==> src/rtl/tdc_pkg.sv <==
// Constants and types shared by the two-channel transfer sequencer.
package tdc_pkg;

  // ----------------------------------------------------------------
  // Register indices (byte address is four times the index)
  // ----------------------------------------------------------------
  localparam logic [9:0] IDX_IO_CONTROL_B  = 10'h001;
  localparam logic [9:0] IDX_CH0_SRC_ADDR  = 10'h020;
  localparam logic [9:0] IDX_CH0_DST_ADDR  = 10'h023;
  localparam logic [9:0] IDX_CH0_COUNT     = 10'h026;
  localparam logic [9:0] IDX_CH1_MEM_ADDR  = 10'h028;
  localparam logic [9:0] IDX_CH1_IO_ADDR   = 10'h02B;
  localparam logic [9:0] IDX_CH1_COUNT     = 10'h02E;
  localparam logic [9:0] IDX_STATUS_CTRL   = 10'h030;
  localparam logic [9:0] IDX_CH0_MODE      = 10'h031;
  localparam logic [9:0] IDX_WAIT_REQ_CTRL = 10'h032;

  // ----------------------------------------------------------------
  // Field positions
  // ----------------------------------------------------------------
  localparam int ST_CH1_ENABLE  = 7;
  localparam int ST_CH0_ENABLE  = 6;
  localparam int ST_CH1_GATE_N  = 5;
  localparam int ST_CH0_GATE_N  = 4;
  localparam int ST_CH1_IRQ_EN  = 3;
  localparam int ST_CH0_IRQ_EN  = 2;
  localparam int ST_MAIN_EN     = 0;
  localparam int MD_DEST_LSB    = 4;
  localparam int MD_SRC_LSB     = 2;
  localparam int MD_BUS_MODE    = 1;
  localparam int WR_MEM_WAIT    = 6;
  localparam int WR_IO_WAIT     = 4;
  localparam int WR_SENSE_CH1   = 3;
  localparam int WR_SENSE_CH0   = 2;
  localparam int WR_CH1_MODE    = 0;
  localparam int IOB_CH0_TRANSFER_END_N_EN   = 4;

  // ----------------------------------------------------------------
  // Reset values and codes
  // ----------------------------------------------------------------
  localparam logic [1:0] IO_WAIT_RESET  = 2'h0;
  localparam logic [1:0] MODE_INC       = 2'h0;
  localparam logic [1:0] MODE_DEC       = 2'h1;
  localparam logic [1:0] MODE_IO        = 2'h3;
  localparam logic [1:0] WAIT_NONE      = 2'h0;
  localparam logic [15:0] COUNT_LAST    = 16'h0001;

  typedef enum logic [2:0] {
    TDC_IDLE  = 3'b000,
    TDC_READ  = 3'b001,
    TDC_WRITE = 3'b010,
    TDC_STEAL = 3'b011,
    TDC_HELD  = 3'b100
  } tdc_phase_type;

  typedef struct packed {
    tdc_phase_type state;
    logic          ch;
    logic [1:0]    wcnt;
    logic [1:0]    pend_wr;
    logic [1:0]    edge_pend;
    logic [1:0]    req_prev;
    logic          nmi_prev;
    logic [1:0]    ch_enable;
    logic [1:0]    ch_irq_enable;
    logic          main_transfer_enable;
    logic [1:0]    ch0_source_mode;
    logic [1:0]    ch0_dest_mode;
    logic          bus_mode_bit;
    logic [1:0]    mem_wait;
    logic [1:0]    io_wait;
    logic [1:0]    request_sense;
    logic [1:0]    ch1_mode;
    logic          ch0_transfer_end_n_enable;
    logic [7:0]    data_buf;
    logic [31:0]   prdata;
  } tdc_ctl_type;

  typedef struct packed {
    logic [19:0] ch0_source_address;
    logic [19:0] ch0_destination_address;
    logic [15:0] ch0_byte_counter;
    logic [19:0] ch1_memory_address;
    logic [15:0] ch1_io_address;
    logic [15:0] ch1_byte_counter;
  } tdc_addr_type;

endpackage : tdc_pkg

==> src/rtl/tdc_sequencer.sv <==
// Two-channel transfer sequencer with APB register access.
`timescale 1ns/100ps

module tdc_sequencer (
  input  wire logic        ref_clk,
  input  wire logic        rst_b,
  input  wire logic        psel,
  input  wire logic        penable,
  input  wire logic        pwrite,
  input  wire logic [11:0] paddr,
  input  wire logic [31:0] pwdata,
  output logic      [31:0] prdata,
  output logic             pready,
  output logic             pslverr,
  input  wire logic        ch0_request_n,
  input  wire logic        ch1_request_n,
  input  wire logic        bus_request_n,
  input  wire logic        nmi_n,
  input  wire logic [7:0]  data_in,
  output logic      [7:0]  data_out,
  output logic      [19:0] addr_out,
  output logic             memory_strobe_n,
  output logic             io_strobe_n,
  output logic             read_n,
  output logic             write_n,
  output logic             bus_own,
  output logic             cpu_stall,
  output logic             bus_grant_n,
  output logic             ch0_transfer_end_n,
  output logic             ch1_transfer_end_n,
  output logic             transfer_irq
);

  // ----------------------------------------------------------------
  // Reset release and input synchronisers
  // ----------------------------------------------------------------
  logic [1:0] rst_sync;
  logic       rst_n;
  logic [3:0] in_raw;
  logic [3:0] in_meta;
  logic [3:0] in_sync;

  always_ff @(posedge ref_clk or negedge rst_b) begin
    if (!rst_b) begin
      rst_sync <= 2'h0;
    end else begin
      rst_sync <= {rst_sync[0], 1'b1};
    end
  end
  assign rst_n  = rst_sync[1];
  assign in_raw = {nmi_n, bus_request_n, ch1_request_n, ch0_request_n};

  genvar gi;
  generate
    for (gi = 0; gi < 4; gi++) begin : g_sync
      always_ff @(posedge ref_clk or negedge rst_n) begin
        if (!rst_n) begin
          in_meta[gi] <= 1'b1;
          in_sync[gi] <= 1'b1;
        end else begin
          in_meta[gi] <= in_raw[gi];
          in_sync[gi] <= in_meta[gi];
        end
      end
    end
  endgenerate

  // ----------------------------------------------------------------
  // State and decode
  // ----------------------------------------------------------------
  tdc_pkg::tdc_ctl_type  s;
  tdc_pkg::tdc_ctl_type  next_s;
  tdc_pkg::tdc_addr_type a;
  tdc_pkg::tdc_addr_type next_a;

  logic [1:0]  req_low;
  logic [1:0]  req_fall;
  logic        ext_req;
  logic        nmi_fall;
  logic        ch0_memmem;
  logic        ch0_io_src;
  logic        ch0_io_dst;
  logic        ch1_to_mem;
  logic [1:0]  run;
  logic [1:0]  want;
  logic        rd_io;
  logic        wr_io;
  logic        acc_io;
  logic        busy;
  logic        wr_done;
  logic        rd_done;
  logic        is_last;
  logic        apb_wr;
  logic [9:0]  idx;
  logic        mapped;
  logic [31:0] rd_val;

  assign req_low    = ~in_sync[1:0];
  assign req_fall   = s.req_prev & ~in_sync[1:0];
  assign ext_req    = ~in_sync[2];
  assign nmi_fall   = s.nmi_prev & ~in_sync[3];
  assign ch0_memmem = !s.ch0_source_mode[1] && !s.ch0_dest_mode[1];
  assign ch0_io_src = s.ch0_source_mode == tdc_pkg::MODE_IO;
  assign ch0_io_dst = s.ch0_dest_mode == tdc_pkg::MODE_IO;
  assign ch1_to_mem = s.ch1_mode[1];
  assign run        = s.ch_enable & {2{s.main_transfer_enable}};
  assign want[0]    = run[0] && (ch0_memmem
                    || (s.request_sense[0] ? s.edge_pend[0] : req_low[0]));
  assign want[1]    = run[1] && (s.request_sense[1] ? s.edge_pend[1] : req_low[1]);
  assign rd_io      = s.ch ? ch1_to_mem : ch0_io_src;
  assign wr_io      = s.ch ? !ch1_to_mem : ch0_io_dst;
  assign acc_io     = (s.state == tdc_pkg::TDC_READ) ? rd_io : wr_io;
  assign busy       = s.state == tdc_pkg::TDC_READ || s.state == tdc_pkg::TDC_WRITE;
  assign rd_done    = s.state == tdc_pkg::TDC_READ && s.wcnt == tdc_pkg::WAIT_NONE;
  assign wr_done    = s.state == tdc_pkg::TDC_WRITE && s.wcnt == tdc_pkg::WAIT_NONE;
  assign is_last    = (s.ch ? a.ch1_byte_counter : a.ch0_byte_counter) == tdc_pkg::COUNT_LAST;
  assign apb_wr     = psel && penable && pwrite;
  assign idx        = paddr[11:2];

  function automatic logic [19:0] step_addr(input logic [19:0] ad, input logic [1:0] md);
    if (md == tdc_pkg::MODE_INC) begin
      step_addr = ad + 20'h00001;
    end else if (md == tdc_pkg::MODE_DEC) begin
      step_addr = ad - 20'h00001;
    end else begin
      step_addr = ad;
    end
  endfunction : step_addr

  // ----------------------------------------------------------------
  // Register read decode
  // ----------------------------------------------------------------
  always_comb begin
    mapped = 1'b1;
    rd_val = 32'h0;
    if (idx == tdc_pkg::IDX_IO_CONTROL_B) begin
      rd_val[tdc_pkg::IOB_CH0_TRANSFER_END_N_EN] = s.ch0_transfer_end_n_enable;
    end else if (idx == tdc_pkg::IDX_CH0_SRC_ADDR) begin
      rd_val[19:0] = a.ch0_source_address;
    end else if (idx == tdc_pkg::IDX_CH0_DST_ADDR) begin
      rd_val[19:0] = a.ch0_destination_address;
    end else if (idx == tdc_pkg::IDX_CH0_COUNT) begin
      rd_val[15:0] = a.ch0_byte_counter;
    end else if (idx == tdc_pkg::IDX_CH1_MEM_ADDR) begin
      rd_val[19:0] = a.ch1_memory_address;
    end else if (idx == tdc_pkg::IDX_CH1_IO_ADDR) begin
      rd_val[15:0] = a.ch1_io_address;
    end else if (idx == tdc_pkg::IDX_CH1_COUNT) begin
      rd_val[15:0] = a.ch1_byte_counter;
    end else if (idx == tdc_pkg::IDX_STATUS_CTRL) begin
      rd_val[7:0] = {s.ch_enable[1], s.ch_enable[0], 2'h3,
                     s.ch_irq_enable[1], s.ch_irq_enable[0], 1'b0, s.main_transfer_enable};
    end else if (idx == tdc_pkg::IDX_CH0_MODE) begin
      rd_val[7:0] = {2'h0, s.ch0_dest_mode, s.ch0_source_mode, s.bus_mode_bit, 1'b0};
    end else if (idx == tdc_pkg::IDX_WAIT_REQ_CTRL) begin
      rd_val[7:0] = {s.mem_wait, s.io_wait, s.request_sense[1], s.request_sense[0],
                     s.ch1_mode};
    end else begin
      mapped = 1'b0;
    end
  end

  // ----------------------------------------------------------------
  // Next state
  // ----------------------------------------------------------------
  always_comb begin
    next_s           = s;
    next_a           = a;
    next_s.req_prev  = in_sync[1:0];
    next_s.nmi_prev  = in_sync[3];
    next_s.edge_pend = s.edge_pend | req_fall;
    if (psel && !penable) begin
      next_s.prdata = rd_val;
    end
    case (s.state)
      tdc_pkg::TDC_IDLE: begin
        if (!ext_req) begin
          if (want[0] && !s.pend_wr[1]) begin
            next_s.ch           = 1'b0;
            next_s.edge_pend[0] = req_fall[0];
            next_s.state        = s.pend_wr[0] ? tdc_pkg::TDC_WRITE : tdc_pkg::TDC_READ;
            next_s.wcnt         = (s.pend_wr[0] ? ch0_io_dst : ch0_io_src)
                                ? s.io_wait : tdc_pkg::WAIT_NONE;
          end else if (want[1] && !s.pend_wr[0]) begin
            next_s.ch           = 1'b1;
            next_s.edge_pend[1] = req_fall[1];
            next_s.state        = s.pend_wr[1] ? tdc_pkg::TDC_WRITE : tdc_pkg::TDC_READ;
            next_s.wcnt         = (s.pend_wr[1] ? !ch1_to_mem : ch1_to_mem)
                                ? s.io_wait : tdc_pkg::WAIT_NONE;
          end
        end
      end
      tdc_pkg::TDC_READ: begin
        if (s.wcnt != tdc_pkg::WAIT_NONE) begin
          next_s.wcnt = s.wcnt - 2'h1;
        end else begin
          next_s.data_buf      = data_in;
          next_s.pend_wr[s.ch] = 1'b1;
          if (ext_req) begin
            next_s.state = tdc_pkg::TDC_HELD;
          end else if (!run[s.ch]) begin
            next_s.state = tdc_pkg::TDC_IDLE;
          end else begin
            next_s.state = tdc_pkg::TDC_WRITE;
            next_s.wcnt  = wr_io ? s.io_wait : tdc_pkg::WAIT_NONE;
          end
        end
      end
      tdc_pkg::TDC_WRITE: begin
        if (s.wcnt != tdc_pkg::WAIT_NONE) begin
          next_s.wcnt = s.wcnt - 2'h1;
        end else begin
          next_s.pend_wr[s.ch] = 1'b0;
          if (s.ch) begin
            next_a.ch1_byte_counter   = a.ch1_byte_counter - 16'h0001;
            next_a.ch1_memory_address = step_addr(a.ch1_memory_address,
                                                  {1'b0, s.ch1_mode[0]});
          end else begin
            next_a.ch0_byte_counter        = a.ch0_byte_counter - 16'h0001;
            next_a.ch0_source_address      = step_addr(a.ch0_source_address,
                                                       s.ch0_source_mode);
            next_a.ch0_destination_address = step_addr(a.ch0_destination_address,
                                                       s.ch0_dest_mode);
          end
          if (is_last) begin
            next_s.ch_enable[s.ch] = 1'b0;
            next_s.state           = tdc_pkg::TDC_IDLE;
          end else if (ext_req) begin
            next_s.state = tdc_pkg::TDC_HELD;
          end else if (!run[s.ch]) begin
            next_s.state = tdc_pkg::TDC_IDLE;
          end else if (!s.ch && ch0_memmem) begin
            next_s.state = s.bus_mode_bit ? tdc_pkg::TDC_READ
                                          : tdc_pkg::TDC_STEAL;
          end else if (!s.request_sense[s.ch]) begin
            next_s.state = req_low[s.ch] ? tdc_pkg::TDC_READ
                                         : tdc_pkg::TDC_IDLE;
          end else if (s.edge_pend[s.ch] || req_fall[s.ch]) begin
            next_s.edge_pend[s.ch] = s.edge_pend[s.ch] && req_fall[s.ch];
            next_s.state           = tdc_pkg::TDC_READ;
          end else begin
            next_s.state = tdc_pkg::TDC_IDLE;
          end
          if (next_s.state == tdc_pkg::TDC_READ) begin
            next_s.wcnt = rd_io ? s.io_wait : tdc_pkg::WAIT_NONE;
          end
        end
      end
      tdc_pkg::TDC_STEAL: begin
        next_s.state = tdc_pkg::TDC_IDLE;
      end
      tdc_pkg::TDC_HELD: begin
        if (!ext_req) begin
          next_s.state = tdc_pkg::TDC_IDLE;
        end
      end
      default: begin
        next_s.state = tdc_pkg::TDC_IDLE;
      end
    endcase
    if (nmi_fall) begin
      next_s.main_transfer_enable = 1'b0;
    end
    if (apb_wr) begin
      if (idx == tdc_pkg::IDX_IO_CONTROL_B) begin
        next_s.ch0_transfer_end_n_enable = pwdata[tdc_pkg::IOB_CH0_TRANSFER_END_N_EN];
      end else if (idx == tdc_pkg::IDX_CH0_SRC_ADDR) begin
        next_a.ch0_source_address = pwdata[19:0];
      end else if (idx == tdc_pkg::IDX_CH0_DST_ADDR) begin
        next_a.ch0_destination_address = pwdata[19:0];
      end else if (idx == tdc_pkg::IDX_CH0_COUNT) begin
        next_a.ch0_byte_counter = pwdata[15:0];
      end else if (idx == tdc_pkg::IDX_CH1_MEM_ADDR) begin
        next_a.ch1_memory_address = pwdata[19:0];
      end else if (idx == tdc_pkg::IDX_CH1_IO_ADDR) begin
        next_a.ch1_io_address = pwdata[15:0];
      end else if (idx == tdc_pkg::IDX_CH1_COUNT) begin
        next_a.ch1_byte_counter = pwdata[15:0];
      end else if (idx == tdc_pkg::IDX_STATUS_CTRL) begin
        if (!pwdata[tdc_pkg::ST_CH0_GATE_N]) begin
          next_s.ch_enable[0] = pwdata[tdc_pkg::ST_CH0_ENABLE];
          if (pwdata[tdc_pkg::ST_CH0_ENABLE]) begin
            next_s.main_transfer_enable = 1'b1;
          end
        end
        if (!pwdata[tdc_pkg::ST_CH1_GATE_N]) begin
          next_s.ch_enable[1] = pwdata[tdc_pkg::ST_CH1_ENABLE];
          if (pwdata[tdc_pkg::ST_CH1_ENABLE]) begin
            next_s.main_transfer_enable = 1'b1;
          end
        end
        next_s.ch_irq_enable = {pwdata[tdc_pkg::ST_CH1_IRQ_EN], pwdata[tdc_pkg::ST_CH0_IRQ_EN]};
      end else if (idx == tdc_pkg::IDX_CH0_MODE) begin
        next_s.ch0_dest_mode   = pwdata[tdc_pkg::MD_DEST_LSB +: 2];
        next_s.ch0_source_mode = pwdata[tdc_pkg::MD_SRC_LSB +: 2];
        next_s.bus_mode_bit    = pwdata[tdc_pkg::MD_BUS_MODE];
      end else if (idx == tdc_pkg::IDX_WAIT_REQ_CTRL) begin
        next_s.mem_wait         = pwdata[tdc_pkg::WR_MEM_WAIT +: 2];
        next_s.io_wait          = pwdata[tdc_pkg::WR_IO_WAIT +: 2];
        next_s.request_sense[0] = pwdata[tdc_pkg::WR_SENSE_CH0];
        next_s.request_sense[1] = pwdata[tdc_pkg::WR_SENSE_CH1];
        next_s.ch1_mode         = pwdata[tdc_pkg::WR_CH1_MODE +: 2];
      end
    end
  end

  // ----------------------------------------------------------------
  // Registers
  // ----------------------------------------------------------------
  always_ff @(posedge ref_clk or negedge rst_n) begin
    if (!rst_n) begin
      s         <= '0;
      s.io_wait <= tdc_pkg::IO_WAIT_RESET;
      s.req_prev <= 2'h3;
      s.nmi_prev <= 1'b1;
    end else begin
      s <= next_s;
    end
  end

  always_ff @(posedge ref_clk) begin
    a <= next_a;
  end

  // ----------------------------------------------------------------
  // Outputs
  // ----------------------------------------------------------------
  always_comb begin
    addr_out = 20'h0;
    if (s.state == tdc_pkg::TDC_READ) begin
      addr_out = s.ch ? (ch1_to_mem ? {4'h0, a.ch1_io_address} : a.ch1_memory_address)
                      : a.ch0_source_address;
    end else if (s.state == tdc_pkg::TDC_WRITE) begin
      addr_out = s.ch ? (ch1_to_mem ? a.ch1_memory_address : {4'h0, a.ch1_io_address})
                      : a.ch0_destination_address;
    end
  end

  assign prdata             = s.prdata;
  assign pready             = 1'b1;
  assign pslverr            = psel && penable && !mapped;
  assign data_out           = s.data_buf;
  assign memory_strobe_n    = !(busy && !acc_io);
  assign io_strobe_n        = !(busy && acc_io);
  assign read_n             = s.state != tdc_pkg::TDC_READ;
  assign write_n            = s.state != tdc_pkg::TDC_WRITE;
  assign bus_own            = busy;
  assign cpu_stall          = busy && !s.ch && ch0_memmem && s.bus_mode_bit;
  assign bus_grant_n        = s.state != tdc_pkg::TDC_HELD;
  assign ch0_transfer_end_n = !(s.state == tdc_pkg::TDC_WRITE && !s.ch && is_last
                                && s.ch0_transfer_end_n_enable);
  assign ch1_transfer_end_n = !(s.state == tdc_pkg::TDC_WRITE && s.ch && is_last);
  assign transfer_irq       = |(~s.ch_enable & s.ch_irq_enable);
endmodule : tdc_sequencer

==> config.mk <==
export PLATFORM = sky130hd
export DESIGN_NAME = tdc_sequencer
export DESIGN_NICKNAME = d
export VERILOG_FILES = /design/src/rtl/tdc_pkg.sv /design/src/rtl/tdc_sequencer.sv
export SDC_FILE = /design/constraint.sdc
export NUM_CORES = 1
export LEC_CHECK = 0
export CAP_MARGIN = 10
export CORE_MARGIN = 2
export CORE_UTILIZATION = 45
export CTS_BUF_LIST = sky130_fd_sc_hd__clkbuf_8
export DETAILED_ROUTE_END_ITERATION = 12
export DONT_BUFFER_PORTS = 1
export GPL_TIMING_DRIVEN = 0
export HOLD_SLACK_MARGIN = 0.12
export SLEW_MARGIN = 20
export SYNTH_ARGS = -nofsm -noshare
export SYNTH_HDL_FRONTEND = slang
export SYNTH_SLANG_ARGS = --single-unit
==> constraint.sdc <==
create_clock -name ref_clk -period 5.52 [get_ports ref_clk]
set_clock_uncertainty 0.2 [all_clocks]
set_input_delay 0 -clock ref_clk [delete_from_list [all_inputs] [get_ports ref_clk]]
set_output_delay 0 -clock ref_clk [all_outputs]
set_load 0.02 [all_outputs]
## After elaboration in Yosys (flattened, before gate mapping)

Cells that the tools add are included.
W data, S select, Z words.

| operators by class | value |
|---|---|
| add/sub/neg operators | 9 |
| magnitude comparators | 2 |
| equality and inequality tests | 30 |
| muxes and demuxes | 146 |
| bitwise logic cells | 22 |
| reductions and logical operators | 56 |

Operators with widths:

| operator | number |
|---|---|
| $mux W20 | 17 |
| $mux W108 | 2 |
| $mux W16 | 11 |
| $mux W76 | 2 |
| $mux W18 | 7 |
| $eq A10 B6 Y1 const B | 9 |
| $mux W88 | 1 |
| $mux W68 | 1 |
| $add A20 B1 Y20 const B | 3 |
| $sub A20 B1 Y20 const B | 3 |
| $mux W56 | 1 |
| $mux W8 | 7 |
| $mux W2 | 26 |
| $mux W52 | 1 |
| $mux W1 | 43 |
| $mux W32 | 1 |
| $sub A16 B1 Y16 const B | 2 |
| $mux W3 | 8 |
| $logic_and A1 B1 Y1 | 22 |
| $mux W19 | 1 |
| $mux W6 | 3 |
| $eq A16 B1 Y1 const B | 1 |
| $mux W4 | 4 |
| $mux W15 | 1 |
| other kinds (40) | 88 |

| storage, ports and cells | value |
|---|---|
| flip-flop bits (word level) | 178 |
| input port bits | 61 |

## Logic depth before layout (Yosys ltp)

Gate-level depths: netlist (run 1).

| depth | value |
|---|---|
| depth after elaboration | 19 |
| mapped depth | 10 |
| gate-level depth less buffers | 9 |

## Worst setup path after synthesis (run 1)

Ideal clock, no wire load.

| path | value |
|---|---|
| path type | input to register |
| start point | input port paddr[6] |
| end point | register a[16] (netlist name), enable pin |
| library setup time | 0.430 ns |
| arrival | 2.523 ns |
| required time | 4.890 ns |
| slack | 2.367 ns |
| stages on the path | 6 |
| path buffers | 2 |
| path through | clkbuf_1 nor4b_4 nand2_1 clkbuf_1 nor2_1 nor4_1 |

| between the ends | value |
|---|---|
| longest elaborated chain between the ends | 3 |
| elaborated cells between the ends (all ways) | 12 |
| classes of those cells | eq/ne: 6; bitwise: 5; reduce/logical: 1 |

Ends and longest elaborated chain:

| what | line | text |
|---|---|---|
| start, declared | tdc_sequencer.sv:10 | `input wire logic [11:0] paddr,` |
| $eq A10 B6 Y1, or another cell as far along | tdc_sequencer.sv:273 | `end else if (idx == tdc_pkg::IDX_CH1_MEM_ADDR) begin` |
| $not A1 Y1 (no source line) | -- |  |
| $reduce_and A7 Y1 (no source line) * | -- |  |
| end signal, assigned | tdc_sequencer.sv:322 | `a <= next_a;` |
| end, declared | tdc_sequencer.sv:73 | `tdc_pkg::tdc_addr_type a;` |

Every way passes the cells marked *; elsewhere a longest branch is shown, timed or not.
A chain may end at the register's enable or synchronous reset.

==> flow_summary_export.csv, run 1 <==
group,metric,value,unit
power_and_ir_drop,power,2430,µW
global_route,grt-ovfl-total,0,
critical_path,cp_max_fo,10,
timing,worst_pin_slew,1.03,ns
hold_path,hold_path_class,"input port to flop",
critical_path,rrSetupSlack,1.69,ns
cells_and_area,fin_util,52.6,%
timing,max-slew-margin-rel,30.5,%
critical_path,worstPathCellList,"dlygate4sd3_1 -> clkbuf_1 -> nor4b_4 -> dlygate4sd3_1 -> nand3_1 -> dlygate4sd3_1 -> or3_1 -> dlygate4sd3_1 -> clkbuf_1 -> buf_1 -> nor2_1 -> a21oi_1",
clock_network,cts_root_buf,"clkbuf_8",
cells_and_area,finalNetCount,1660,
cells_and_area,fin_area,13300,µm²
cells_and_area,areaGrowthSynthToFinish,14.0,%
power_and_ir_drop,p_leak,0.00521,µW
clock_network,ctsHoldBuffers,73,
timing,finalHoldViolations,0,
drt,vias,11600,
cells_and_area,drive_gt1_share,10.5,%
critical_path,cp.buffers_inverters,7,
placement,dpl_cell_area,12200,µm²
drt,dr.first_iter.drc_count,1255,
clock_network,cts_sinks,178,
synthesis,syn_inst,1464,
flow_run,drv_cap,0,
die,initial_core_util,46.1,%
die,core,25300,µm²
critical_path,r2r-start,"s[41]",
timing,period_share,75.3,%
timing,rsz0062_at_grt,"no",
global_route,antenna_found_initial,0,
clock_network,htree_levels,4,
synthesis,yosys_warnings,0,
clock_network,clk_latency,0.49,ns
critical_path,critPathArrivalTime,4.31,ns
power_and_ir_drop,netSwitchingPower,703,µW
drt,wl,42500,µm
drt,firstDrtPassIters,6,
die,die-height,165,µm
timing,period_minus_slack,4.16,ns
power_and_ir_drop,power.density,182,nW/µm²
global_route,grt_max_degree,44,
clock_network,clkTransAtPathRegs,0.11,ns
synthesis,synth_area_per_cell,7.98,µm²
power_and_ir_drop,p_clk_share,37.6,%
global_route,grt.total_usage,31.3,%
drt,drc,0,
clock_network,cts_buffers,17,
clock_network,cts_resized,0,
power_and_ir_drop,pwr-share-seq,55.1,%
clock_network,cts_tree,"yes",
critical_path,crit_path_frequent_cell,"dlygate4sd3_1",
critical_path,max_stage_delay,0.83,ns
synthesis,ys_types,88,
clock_network,cts_setup_buffers,0,
critical_path,crit_start,"paddr[6]",
global_route,grt_pass1_vias,10900,
die,die_area,27300,µm²
critical_path,worstRegToRegCells,8,
clock_network,clockBufferDepth,2,
power_and_ir_drop,swShare,29.0,%
timing,setup_viol,0,
timing,max_clock_freq,241,MHz
global_route,grt_pass1_wl,64100,µm
critical_path,crit_cells,12,
synthesis,syn_area,11700,µm²
critical_path,worstPathRequired,5.67,ns
synthesis,synthArstFlopShare,39.3,%
critical_path,crit_family,"buffers and inverters",
placement,dpl.hpwl,32200,µm
synthesis,dominantRegCellSynth,"dfxtp_1",
cells_and_area,diodes,0,
placement,place.gp.congestion,0.956,
drt,via_per_inst,6.07,
die,core.rowCount,58,
placement,io_buffers,0,
power_and_ir_drop,pwr-share-comb,7.3,%
die,die_w,165,µm
synthesis,yosysSeqAreaShare,35.0,%
drt,wl_per_cell,22.2,µm
synthesis,synth_seq_cells,178,
power_and_ir_drop,peakVddDrop,0.121,mV
power_and_ir_drop,p_int,1720,µW
die,top_level_ports,133,
outcome,status,"finished, final reports clean",
drt,ant_nets,0,
critical_path,endpoint,"a[14]",
synthesis,synth-edff-count,16,
critical_path,cp_slowest_cell,"dlygate4sd3_1",
timing,fin_tns_setup,0,ns
timing,finalMaxSlewViolations,0,
critical_path,endpoint_kind,"flop",
critical_path,crit_type,"input port to flop",
critical_path,r2r_end,"a[49]",
cells_and_area,n_fill_cell,2463,
critical_path,critical_path.startpoint_type,"input port",
cell usage in the layout (no fill, tap or decap), types with 16 or more instances in the layout:
cell,instances
nand2_1,143
xnor2_1,41
o21ai_0,101
clkbuf_8,17
inv_1,42
edfxtp_1,16
nand2b_1,18
clkbuf_1,68
xor2_1,45
mux2_2,22
a222oi_1,16
dlygate4sd3_1,74
buf_4,42
a21oi_1,134
and3_1,26
ha_1,24
dfrtp_1,58
nor4_1,16
dfxtp_1,92
o221ai_1,17
o22ai_1,31
nand3_1,41
nor3_1,41
buf_2,19
nor2_1,177
synthesized netlist by cell type (22+ instances only):
cell,instances,area share [%]
xor2_1,45,3.4
nor3_1,41,1.8
dfxtp_1,92,16
clkbuf_1,68,2.2
nor2_1,177,5.7
buf_4,41,2.6
o22ai_1,31,1.7
nand3_1,41,1.8
dfrtp_1,59,13
ha_1,24,2.6
xnor2_1,41,3.1
nand2_1,143,4.6
and3_1,26,1.4
o21ai_0,101,4.3
a21oi_1,134,5.7
inv_1,41,1.3
mux2_2,22,2.1
layer usage:
| metal | wire [µm] | vias up | global-route usage [%] |
|---|---|---|---|
| li1 | - | 5424 | - |
| met1 | 18100 | 5592 | 42.8 |
| met2 | 19400 | 546 | 50.2 |
| met3 | 3780 | 69 | 6.27 |
| met4 | 1170 | 0 | 9.49 |
| met5 | 0 | - | 0 |
cell type report:
cell class	instances	area (µm²)	share of cell area, %
Sequential cell	178	4090	30.7
Tap cell	330	413	3.10
Timing Repair Buffer	79	783	5.88
Clock buffer	17	234	1.76
Clock inverter	15	148	1.11
Buffer	137	696	5.22
Inverter	43	161	1.21
Multi-Input combinational cell	1118	6800	51.0
worst min-delay path, stage by stage:
cell,delay (ns)
nor4b_4,0.05
a221oi_1,0.31
o221ai_1,0.31
nand2_1,0.14
flip-flops by register name, indices dropped and copies added, names as in the netlist:
name,cells
in_sync,4
in_meta,4
a,108
ch1_to_mem,1
s,31
rst_sync,2
data_out,8
prdata,20
kinds of logic after synthesis:
logic type | count (synthesis) | synth area share (%)
AND/OR/NAND/NOR | 554 | 23.5
AO/OA/AOI/OAI | 405 | 21.8
buffers and inverters | 180 | 7.34
flip-flops | 178 | 35.0
XOR/XNOR | 86 | 6.45
multiplexers | 34 | 3.15
adder cells (fa/ha/maj) | 25 | 2.74
other | 2 | 0.0643
worst min path at each step:
stage / start / end / depth (start not counted)
global placement: rst_b / rst_sync[1] / 0
detailed placement: rst_b / rst_sync[0] / 0
global route: pwdata[18] / a[86] / 3
CTS: paddr[8] / prdata[0] / 4
finish: paddr[8] / prdata[0] / 4
floorplan: rst_b / rst_sync[0] / 0
power groups by stage:
stage / combinational (µW) / sequential (µW) / clock, µW
after floorplan: 83.5 / 1360 / 0
after detailed placement: 115 / 1370 / 0
final: 177 / 1340 / 912
after global placement: 109 / 1370 / 0
after CTS: 171 / 1340 / 917
after global routing: 187 / 1340 / 971
stage by stage:
stage	worst slack, ns	instances	hold WS (ns)
global route	1.22	1917	0.139
global placement	0.921	1806	-0.496
finish	1.36	1917	0.145
detailed placement	1.85	1811	-0.496
floorplan	2.37	1476	-0.496
CTS	1.44	1916	0.126
Power figures use the tool's default switching activity.
==> inputs of run 2 (changes only) <==
Clock period 5.52 ns to 3.9 ns, I/O delays scaled along.
==> run 2 against run 1 <==
Against the previous run: setup slack got worse by 1.2 ns; utilization about the same; sequential share of layout area is essentially flat; first-iteration DRC count is 9.6% lower; combinational power up 41%; cell count stayed put; global-route usage about the same; sequential cell count is the same; power rose by 42%; non-clock buffer count did not move; critical path type unchanged.
==> flow_summary_export.csv, run 2 (synthesis results as in run 1) <==
group,metric,value,unit
cells_and_area,n_fill_cell,2471,
die,die_w,165,µm
flow_run,drv_cap,0,
cells_and_area,layout_commonest_cell,"nor2_1",
clock_network,cts_sinks,178,
cells_and_area,register_area,4090,µm²
timing,max_clock_freq,270,MHz
critical_path,cp_max_fo,6,
power_and_ir_drop,peakVddDrop,0.171,mV
cells_and_area,areaGrowthSynthToFinish,14.0,%
clock_network,clk_latency,0.49,ns
placement,place.gp.congestion,0.956,
critical_path,crit_start,"penable",
global_route,grt_max_degree,44,
global_route,grt-ovfl-total,0,
cells_and_area,multi_input_area,6800,µm²
cells_and_area,mostFrequentLayoutCells,"nor2_1 (177), nand2_1 (143), a21oi_1 (134)",
drt,firstDrtPassIters,6,
global_route,antenna_found_initial,0,
power_and_ir_drop,p_leak,0.00521,µW
timing,period_share,94.8,%
timing,period_minus_slack,3.70,ns
placement,dpl_cell_area,12200,µm²
die,top_level_ports,133,
critical_path,critPathArrivalTime,3.70,ns
placement,dpl.hpwl,32200,µm
global_route,grt.total_usage,31.3,%
critical_path,crit_type,"input port to flop",
timing,setup_viol,0,
timing,rsz0062_at_grt,"no",
timing,finalHoldViolations,0,
critical_path,worstRegToRegCells,8,
timing,worst_pin_slew,1.02,ns
drt,ant_nets,0,
critical_path,rrSetupSlack,0.36,ns
cells_and_area,diodes,0,
clock_network,clkTransAtPathRegs,0.11,ns
critical_path,endpoint_kind,"flop",
die,die_area,27300,µm²
critical_path,critical_path.startpoint_type,"input port",
drt,dr.first_iter.drc_count,1135,
clock_network,htree_levels,4,
hold_path,hold_path_class,"input port to flop",
clock_network,clockBufferDepth,2,
cells_and_area,finalNetCount,1660,
drt,wl,42400,µm
critical_path,endpoint,"a[27]",
placement,io_buffers,0,
die,core,25300,µm²
cells_and_area,largest_reg_flops,108,
clock_network,cts_buffers,17,
critical_path,r2r_end,"a[49]",
drt,via_per_inst,6.01,
die,initial_core_util,46.1,%
cells_and_area,drive_gt1_share,10.5,%
clock_network,cts_root_buf,"clkbuf_8",
cells_and_area,fin_util,52.6,%
die,core.rowCount,58,
drt,wl_per_cell,22.1,µm
global_route,grt_pass1_vias,10900,
cells_and_area,largest-register,"a",
drt,drc,0,
critical_path,worstPathRequired,3.90,ns
critical_path,r2r-start,"s[41]",
global_route,grt_pass1_wl,64100,µm
drt,vias,11500,
timing,finalMaxSlewViolations,0,
die,die-height,165,µm
clock_network,cts_tree,"yes",
timing,max-slew-margin-rel,31.5,%
power_and_ir_drop,power.density,258,nW/µm²
outcome,status,"finished, final reports clean",
cells_and_area,fin_area,13300,µm²
## run 2: report_power, final
| part | switching [µW] | total, µW | internal (µW) |
|---|---|---|---|
| Clock | 820 | 1290 | 472 |
| Sequential | 22.7 | 1890 | 1870 |
| Combinational | 154 | 250 | 96.2 |
| Total | 997 | 3440 | 2440 |
## run 2: worst min path at each step
stage	startpoint	end	slack [ns]	cells past startpoint
2_1_floorplan	rst_b	rst_sync[0]	-0.50	0
3_3_place_gp	rst_b	rst_sync[1]	-0.50	0
3_5_place_dp	rst_b	rst_sync[0]	-0.50	0
4_1_cts	paddr[8]	prdata[0]	0.13	4
5_1_grt	pwdata[18]	a[86]	0.14	3
6_report	pwdata[17]	a[49]	0.13	3
## run 2: per-stage QoR
stage                     total power [µW]  hold WS (ns)  TNS [ns]  worst slack, ns  instances
after global routing                  3540         0.139         0            0.127       1917
after global placement                2090        -0.496    -11.15           -0.699       1806
final                                 3440         0.133         0            0.203       1917
after CTS                             3440         0.126         0           0.0617       1916
after detailed placement              2100        -0.496         0            0.225       1811
after floorplan                       2050        -0.496         0            0.747       1476
## run 2: timing repair
action | 4_1_cts | 5_1_grt
endpoints found under the setup margin | 0 | 2
setup buffers | 0 | 0
resized for setup | 0 | 1
hold buffers | 73 | 2
hold endpoints to repair | 178 | 9
## run 2: layout make-up
class	instances	area share [%]
flip-flops and latches	178	30.7
plain buffers	137	5.22
repair buffers	79	5.88
clock inverters	15	1.11
inverters	43	1.21
well taps	330	3.10
multi-input cells	1118	51.0
clock buffers	17	1.76
## run 2: per-layer routing
metal  track usage [%]  part of all wire [%]  up-vias
met5                 0                     0        -
met4              9.45                   2.7        0
met3              6.27                   8.9       79
met2              50.1                    46      531
met1              42.9                    43     5494
li1                  -                     -     5422
## run 2: critical path, cell delays in order
cell and delay (ns):
dlygate4sd3_1 0.59, nand3_1 0.09, dlygate4sd3_1 0.56, dlygate4sd3_1 0.61
a31o_2 0.32, dlygate4sd3_1 0.65, nor4_2 0.40, buf_2 0.26
buf_2 0.22
